==> config.mk <==
export PLATFORM = sky130hd
export DESIGN_NAME = fsa_sequencer
export DESIGN_NICKNAME = d
export VERILOG_FILES = /design/src/include/fsa_pkg.sv /design/src/verilog/fsa_clkdiv.sv /design/src/verilog/fsa_sequencer.sv
export SDC_FILE = /design/constraint.sdc
export NUM_CORES = 1
export LEC_CHECK = 0
export BUFFER_PORTS_ARGS = -buffer_cell sky130_fd_sc_hd__buf_2
export CORE_MARGIN = 2
export CORE_UTILIZATION = 35
export CTS_CLUSTER_DIAMETER = 60
export CTS_CLUSTER_SIZE = 24
export DETAILED_ROUTE_END_ITERATION = 8
export HOLD_SLACK_MARGIN = 0.06
export SYNTH_ARGS = -nofsm -noshare
export SYNTH_HDL_FRONTEND = slang
export SYNTH_HIERARCHICAL = 1
export SYNTH_SLANG_ARGS = --single-unit
==> constraint.sdc <==
create_clock -name clk_in -period 3.15 [get_ports clk_in]
set_input_delay 0 -clock clk_in [delete_from_list [all_inputs] [get_ports clk_in]]
set_output_delay 0 -clock clk_in [all_outputs]
set_load 0.03 [all_outputs]
==> src/include/fsa_pkg.sv <==
// fsa_pkg: constants and types for the sector erase abort sequencer
// assumes an apb slave with 32-bit data and one 50 MHz clock
package fsa_pkg;
  // ----------------------------------------------------------------
  // register offsets
  // ----------------------------------------------------------------
  localparam logic [11:0] FSA_OFS_CLKDIV = 12'h000;
  localparam logic [11:0] FSA_OFS_CMD = 12'h004;
  localparam logic [11:0] FSA_OFS_STAT = 12'h008;
  localparam logic [11:0] FSA_OFS_ERASE = 12'h00C;
  localparam logic [11:0] FSA_ARRAY_BASE = 12'h100;
  localparam logic [11:0] FSA_ARRAY_MASK = 12'hF00;
  // ----------------------------------------------------------------
  // field positions
  // ----------------------------------------------------------------
  localparam int FSA_BUF_EMPTY_BIT = 7;
  localparam int FSA_DONE_BIT = 6;
  localparam int FSA_ACC_ERR_BIT = 4;
  localparam int FSA_NBLK = 4;
  // ----------------------------------------------------------------
  // reset values and codes
  // ----------------------------------------------------------------
  localparam logic [7:0] FSA_DIV_RST = 8'h0F;
  localparam logic [7:0] FSA_CMD_RST = 8'h00;
  localparam logic [7:0] FSA_CMD_ABORT = 8'h47;
  // ----------------------------------------------------------------
  // timing
  // ----------------------------------------------------------------
  localparam int FSA_CLK_MHZ = 50;
  localparam int FSA_ABORT_FLASH_TIMING_CLOCK_MAX = 4;
  localparam int FSA_ABORT_BUS_MAX = 5;
  localparam logic [1:0] FSA_ABORT_TICKS = 2'h3;
  localparam logic [15:0] FSA_ERASE_TICKS_DEF = 16'h0FA0;
  // ----------------------------------------------------------------
  // sequence states, gray along the path
  // ----------------------------------------------------------------
  typedef enum logic [1:0] {
    FSA_ST_IDLE = 2'b00,
    FSA_ST_ADDR = 2'b01,
    FSA_ST_CMD = 2'b11,
    FSA_ST_ABORT = 2'b10
  } fsa_seq_e;
  typedef struct packed {
    fsa_seq_e seq;
    logic [1:0] tick_cnt;
    logic [FSA_NBLK-1:0] erasing;
    logic [FSA_NBLK-1:0][15:0] erase_cnt;
    logic buf_empty;
    logic done;
    logic acc_err;
    logic [7:0] cmd;
    logic [7:0] div;
    logic [31:0] prdata;
  } fsa_state_s;
endpackage

==> src/verilog/fsa_clkdiv.sv <==
// fsa_clkdiv: makes the flash timing clock as a one-cycle enable
// assumes div_in comes from a register on the same clock
`timescale 1ns/1ps
`default_nettype none
module fsa_clkdiv (
  // clock and reset
  input wire logic clk_in,
  input wire logic rst_n_in,
  // divider setting, period is div_in plus one cycles
  input wire logic [7:0] div_in,
  // flash timing clock enable
  output logic tick_out
);
  import fsa_pkg::*;

  logic [7:0] cnt;
  logic [7:0] next_cnt;

  // ----------------------------------------------------------------
  // divider counter
  // ----------------------------------------------------------------
  always_comb begin
    if (cnt >= div_in) begin
      next_cnt = 8'h00;
    end else begin
      next_cnt = cnt + 8'h01;
    end
  end

  always_ff @(posedge clk_in) begin
    if (!rst_n_in) begin
      cnt <= 8'h00;
    end else begin
      cnt <= next_cnt;
    end
  end

  assign tick_out = (cnt >= div_in);
endmodule
`default_nettype wire

==> src/verilog/fsa_sequencer.sv <==
// fsa_sequencer: flash command sequencer for the sector erase abort
// assumes an apb master on clk_in and a host that follows the flow
//
// Notes on behaviour
// [RQ1] any flash array write opens the sequence; code opens it only from idle with the error flag clear
// [RQ2] command code 0x47 selects erase abort
// [RQ3] writing one to buffer-empty flag launches
// [RQ4] cut erase sets error with complete flag
// [RQ5] erase finishing normally leaves error clear
// [RQ6] done within four flash periods plus five
// [RQ7] one abort stops every erasing block
// [RQ8] buffer-empty flag stays clear during abort
// [RQ9] new sequence during abort sets error
// [RQ10] host clears error before next sequence
// [RQ11] host re-erases aborted sector before programming
// [RQ12] block freed for access after abort
// [RQ13] host uses abort only rarely
// [RQ14] abort with no erase completes promptly, clean
//
// Register access over APB and the placing of the registers were chosen for this implementation.
`timescale 1ns/1ps
`default_nettype none
module fsa_sequencer #(
  parameter logic [15:0] ERASE_TICKS = fsa_pkg::FSA_ERASE_TICKS_DEF
) (
  // clock and reset
  input wire logic clk_in,
  input wire logic rst_n_in,
  // apb slave
  input wire logic psel_in,
  input wire logic penable_in,
  input wire logic pwrite_in,
  input wire logic [11:0] paddr_in,
  input wire logic [31:0] pwdata_in,
  output logic [31:0] prdata_out,
  output logic pready_out,
  output logic pslverr_out,
  // per block array availability
  output logic [fsa_pkg::FSA_NBLK-1:0] block_ready_out
);
  import fsa_pkg::*;

  fsa_state_s st;
  fsa_state_s next_st;
  logic tick;
  logic mapped;
  logic is_array;
  logic wr;
  logic rd_setup;
  logic launch;
  logic err_now;
  logic cut_now;
  logic finish_now;
  logic [31:0] rd_word;

  function automatic logic hit(input logic [11:0] a, input logic [11:0] o);
    hit = (a == o);
  endfunction

  // ----------------------------------------------------------------
  // flash timing clock
  // ----------------------------------------------------------------
  fsa_clkdiv u_div (
    .clk_in(clk_in),
    .rst_n_in(rst_n_in),
    .div_in(st.div),
    .tick_out(tick)
  );

  // ----------------------------------------------------------------
  // apb decode
  // ----------------------------------------------------------------
  assign is_array = ((paddr_in & FSA_ARRAY_MASK) == FSA_ARRAY_BASE);
  assign mapped = is_array || hit(paddr_in, FSA_OFS_CLKDIV) || hit(paddr_in, FSA_OFS_CMD)
    || hit(paddr_in, FSA_OFS_STAT) || hit(paddr_in, FSA_OFS_ERASE);
  assign wr = psel_in && penable_in && pwrite_in && mapped;
  assign rd_setup = psel_in && !penable_in && !pwrite_in;
  assign pready_out = 1'b1;
  assign pslverr_out = psel_in && penable_in && !mapped;
  assign prdata_out = st.prdata;
  assign block_ready_out = ~st.erasing;

  always_comb begin
    rd_word = 32'h0000_0000;
    if (hit(paddr_in, FSA_OFS_CLKDIV)) begin
      rd_word[7:0] = st.div;
    end else if (hit(paddr_in, FSA_OFS_CMD)) begin
      rd_word[7:0] = st.cmd;
    end else if (hit(paddr_in, FSA_OFS_STAT)) begin
      rd_word[FSA_BUF_EMPTY_BIT] = st.buf_empty;
      rd_word[FSA_DONE_BIT] = st.done;
      rd_word[FSA_ACC_ERR_BIT] = st.acc_err;
    end else if (hit(paddr_in, FSA_OFS_ERASE)) begin
      rd_word[FSA_NBLK-1:0] = st.erasing;
    end
  end

  // ----------------------------------------------------------------
  // sequencer next state
  // ----------------------------------------------------------------
  always_comb begin
    next_st = st;
    launch = 1'b0;
    err_now = 1'b0;
    cut_now = 1'b0;
    finish_now = 1'b0;
    if (rd_setup) begin
      next_st.prdata = rd_word;
    end
    // erase timers in every block
    for (int b = 0; b < FSA_NBLK; b++) begin
      if (st.erasing[b] && tick) begin
        if (st.erase_cnt[b] <= 16'h0001) begin
          next_st.erasing[b] = 1'b0;
        end else begin
          next_st.erase_cnt[b] = st.erase_cnt[b] - 16'h0001;
        end
      end
    end
    // error flag clear by writing one
    if (wr && hit(paddr_in, FSA_OFS_STAT) && pwdata_in[FSA_ACC_ERR_BIT]) begin
      next_st.acc_err = 1'b0;
    end
    if (wr && hit(paddr_in, FSA_OFS_CLKDIV)) begin
      next_st.div = pwdata_in[7:0];
    end
    if (wr && hit(paddr_in, FSA_OFS_ERASE) && st.seq != FSA_ST_ABORT) begin
      for (int b = 0; b < FSA_NBLK; b++) begin
        if (pwdata_in[b] && !st.erasing[b]) begin
          next_st.erasing[b] = 1'b1;
          next_st.erase_cnt[b] = ERASE_TICKS;
        end
      end
    end
    case (st.seq)
      FSA_ST_IDLE: begin
        if (wr && is_array && !st.acc_err) begin
          next_st.seq = FSA_ST_ADDR; // RQ1
        end else if (wr && hit(paddr_in, FSA_OFS_CMD)) begin
          err_now = 1'b1;
        end
      end
      FSA_ST_ADDR: begin
        if (wr && hit(paddr_in, FSA_OFS_CMD)) begin
          next_st.cmd = pwdata_in[7:0];
          if (pwdata_in[7:0] == FSA_CMD_ABORT) begin
            next_st.seq = FSA_ST_CMD; // RQ2
          end else begin
            err_now = 1'b1;
            next_st.seq = FSA_ST_IDLE;
          end
        end else if (wr && hit(paddr_in, FSA_OFS_STAT) && pwdata_in[FSA_BUF_EMPTY_BIT]) begin
          err_now = 1'b1;
          next_st.seq = FSA_ST_IDLE;
        end
      end
      FSA_ST_CMD: begin
        if (wr && hit(paddr_in, FSA_OFS_STAT) && pwdata_in[FSA_BUF_EMPTY_BIT] && st.buf_empty) begin
          launch = 1'b1;
          next_st.seq = FSA_ST_ABORT; // RQ3
          next_st.buf_empty = 1'b0; // RQ3
          next_st.done = 1'b0;
          next_st.tick_cnt = 2'h0;
        end else if (wr && (is_array || hit(paddr_in, FSA_OFS_CMD))) begin
          err_now = 1'b1;
          next_st.seq = FSA_ST_IDLE;
        end
      end
      FSA_ST_ABORT: begin
        if (wr && (is_array || hit(paddr_in, FSA_OFS_CMD))) begin
          err_now = 1'b1; // RQ9
        end
        if (next_st.erasing == '0) begin
          finish_now = 1'b1; // RQ5 RQ14
        end else if (tick && st.tick_cnt == FSA_ABORT_TICKS - 2'h1) begin
          finish_now = 1'b1;
          cut_now = 1'b1;
          next_st.erasing = '0; // RQ7 RQ12
        end else if (tick) begin
          next_st.tick_cnt = st.tick_cnt + 2'h1; // RQ6
        end
        if (finish_now) begin
          next_st.seq = FSA_ST_IDLE;
          next_st.done = 1'b1;
          next_st.buf_empty = 1'b1;
        end else begin
          next_st.buf_empty = 1'b0; // RQ8
        end
      end
      default: begin
        next_st.seq = FSA_ST_IDLE;
      end
    endcase
    // set wins over a clear in the same cycle
    if (err_now || cut_now) begin
      next_st.acc_err = 1'b1; // RQ4 RQ9
    end
  end

  always_ff @(posedge clk_in) begin
    if (!rst_n_in) begin
      st.seq <= FSA_ST_IDLE;
      st.tick_cnt <= 2'h0;
      st.erasing <= '0;
      st.erase_cnt <= '0;
      st.buf_empty <= 1'b1;
      st.done <= 1'b1;
      st.acc_err <= 1'b0;
      st.cmd <= FSA_CMD_RST;
      st.div <= FSA_DIV_RST;
      st.prdata <= 32'h0000_0000;
    end else begin
      st <= next_st;
    end
  end

  // ----------------------------------------------------------------
  // checks
  // ----------------------------------------------------------------
  logic [11:0] abort_cycles;
  logic [11:0] abort_limit;

  always_ff @(posedge clk_in) begin
    if (!rst_n_in) begin
      abort_cycles <= 12'h000;
    end else if (st.seq == FSA_ST_ABORT) begin
      abort_cycles <= abort_cycles + 12'h001;
    end else begin
      abort_cycles <= 12'h000;
    end
  end

  assign abort_limit = 12'(FSA_ABORT_FLASH_TIMING_CLOCK_MAX) * ({4'h0, st.div} + 12'h001) + 12'(FSA_ABORT_BUS_MAX);
endmodule
`default_nettype wire
==> run_results.csv <==
group,metric,value,unit
finish,layout-drive-gt1-share,12.0,%
clocking,cts_tree,"done",
floorplan,initial_core_util,35.8,%
finish,num_antenna_cells,0,
global_route,grt_start_max_net_pins,33,
synth,yosys_most_used_dff,"dfxtp_1",
floorplan,die-height,131,um
synth,synth_top_area_share,37.8,%
timing,setup_tns,0,ps
setup_path,arrival,3160,ps
power,p_per_area,435,nW/um2
routing,vias,4492,
floorplan,dieArea,17200,um2
setup_path,critPathRequiredTime,3390,ps
setup_path,critical_path_class,"reg2reg",
clocking,htreeDepth,3,
place,place.gp.congestion,0.796,
timing,worst_pin_slew,1020,ps
synth,synth.largest_area_cell,"dfxtp_1",
routing,drc,0,
floorplan,core,15800,um2
power,power,0.00281,W
timing,skew,8.59,ps
routing,wirelength,11800,um
clocking,cts.sink_count,107,
clocking,clk_latency,350,ps
global_route,grt_pass1_vias,4041,
clocking,clockRootBuffer,"clkbuf_16",
routing,drtIter0Drc,324,
finish,layout.cells.non_filler,924,
synth,yosysWarnings,6,
synth,syn_area,5660,um2
place,dp.cells,894,
job,cap_violations,0,
timing,fmax,0.342,GHz
routing,drtAntennaViolNets,0,
synth,avgSynthCellArea,8.54,um2
timing,rsz0062_at_grt,"yes",
setup_path,crit_fanout,8,
global_route,grt_remaining_overflow,0,
finish,finalNetCount,770,
floorplan,die_width,131,um
clocking,clockBufferDepth,2,
hold_path,min_path_type,"in2reg",
routing,routedWlPerCell,12.8,um
clocking,path_clk_slew,70,ps
global_route,grt_pass1_wl,19800,um
power,leakagePower,2.61,nW
floorplan,core.rowCount,46,
routing,dr.pass1.iters,4,
finish,finalCoreUtilization,40.8,%
synth,syn_inst,663,
synth,async_reset_ff_share,0,%
timing,period_minus_slack,2930,ps
finish,stdcell_area,6460,um2
timing,fin_crit_sh,93.0,%
setup_path,worst_setup_path_start_kind,"flop",
power,clock_power_share,46.6,%
power,seq_power_share,48.3,%
floorplan,ios,87,
global_route,track_usage,13.9,%
power,p_sw_share,22.7,%
power,ir_drop,0.000317,V
global_route,antenna_found_initial,0,
setup_path,end_kind,"flop",
power,p_int,0.00218,W
synth,synth_area_leaders,"dfxtp_1 38%, nor2_1 6.4%, xnor2_1 6.2%",
clocking,numCtsBuffers,9,
timing,final-hold-violation-count,0,
timing,final_max_slew_viol_count,0,
power,p_sw,0.000638,W
place,place_area,5930,um2
place,dp_hpwl,8370,um
finish,area_delta_synth_final,14.1,%
synth,ys_types,63,
run_status,outcome,"finished, final reports clean",
timing,relSlewSlack,31.9,%
power,pwr-share-comb,5.2,%
synth,synth_edf_count,0,
synth,synth-seq-area-share,37.8,%
place,io_buffers,37,
timing,finalSetupViolations,0,
synth,ys_ff_latch,107,
routing,drt-vias-per-instance,4.86,
==> power by group through the flow <==
stage	Combinational (W)	Sequential [W]	Clock [W]
3_3_place_gp	0.000137	0.00139	0
6_report	0.000145	0.00136	0.00131
3_5_place_dp	0.000137	0.00139	0
2_1_floorplan	0.000120	0.00139	0
5_1_grt	0.000159	0.00136	0.00142
4_1_cts	0.000146	0.00136	0.00135
==> timing repair <==
item                                   4_1_cts  5_1_grt
setup buffers                                0        1
resized for setup                            0        9
setup endpoints to repair                    0       18
endpoints found under the hold margin       21        0
hold buffers                                13        0
==> final timing paths <==
| path | from | endpoint | slack (ps) | cells past startpoint |
|---|---|---|---|---|
| max | st[36] | st[62] | 220 | 12 |
| min | penable_in | prdata_out[7] | 70 | 4 |
| max reg2reg | st[36] | st[62] | 220 | 12 |
| min reg2reg | prdata_out[3] | prdata_out[3] | 450 | 2 |
==> stage by stage <==
step	hold WS (ps)	worst slack, ps
after floorplan	128	338
after global placement	293	160
after detailed placement	309	96.0
after CTS	60.8	70.6
after global routing	84.0	-20.4
final	73.2	222
==> registers in the layout (all words and copies together), names as in the netlist <==
| register | flops |
|---|---|
| u_div/cnt | 8 |
| st | 91 |
| prdata_out | 8 |
==> cells in the final DEF (no fill, tap or decap), drive strengths merged, types with 3 or more instances in the layout <==
cell type      n
o211ai         4
conb          25
ha            18
xnor2         40
nor2b          3
a211oi         5
nor4          17
or3           10
inv           29
o211a          4
nand2b         6
o21ai         20
and3           3
a31oi          4
xor2          17
o21a           5
nor3          23
nor2          96
buf           42
or4            8
nand2         48
bufinv         3
o31ai          5
o2111ai        3
nand4b         4
dfxtp        107
nand3         20
mux2i         28
clkbuf         9
dlygate4sd3   13
and2           4
a21oi         44
nand4         13
==> cells by family (layout without fill, tap and decap cells) <==
logic type	after synthesis	count (layout)	synth area share, %
AO/OA/AOI/OAI	108	108	12.8
adder cells (fa/ha/maj)	18	18	3.98
AND/OR/NAND/NOR	265	265	24.1
flip-flops	107	107	37.8
other	2	25	0.133
multiplexers	28	28	4.95
XOR/XNOR	57	57	8.81
buffers and inverters	78	100	7.40
==> synthesized netlist by cell type, types with 5 or more instances <==
master,number
nand2_1,48
nor4_1,16
xor2_1,17
or4_1,6
or3_1,10
o21ai_0,20
nor2_1,96
a21oi_1,43
inv_1,28
nand2b_1,6
buf_4,33
xnor2_1,40
a211oi_1,5
clkbuf_1,12
ha_1,18
nand3_1,20
nor3_1,21
nand4_1,8
dfxtp_1,107
mux2i_1,28
o21a_1,5
==> layout make-up <==
| type | instances | area, um2 |
|---|---|---|
| timing repair buffer | 55 | 353 |
| clock buffer | 9 | 225 |
| fill | 1577 | 9370 |
| inverter | 29 | 113 |
| tap | 216 | 270 |
| clock inverter | 7 | 124 |
| multi-input combinational | 501 | 3240 |
| sequential | 107 | 2140 |
==> critical path, cell delays in order, from the launching register on <==
cell	delay (ps)
dfxtp_1	360
inv_1	60
ha_1	270
o21a_1	100
a21oi_1	100
o31ai_1	310
buf_4	230
clkinvlp_4	220
nor2_1	230
o2111ai_1	340
nor4_1	340
xnor2_1	170
a21oi_1	90
==> per-layer routing <==
layer	GRT usage, %	wire, um	vias to the layer above
li1	-	-	2352
met1	18.6	5970	2062
met2	22.1	5300	68
met3	3.13	348	10
met4	4.71	185	0
met5	0	0	-
(Power assumes the default switching activity.)
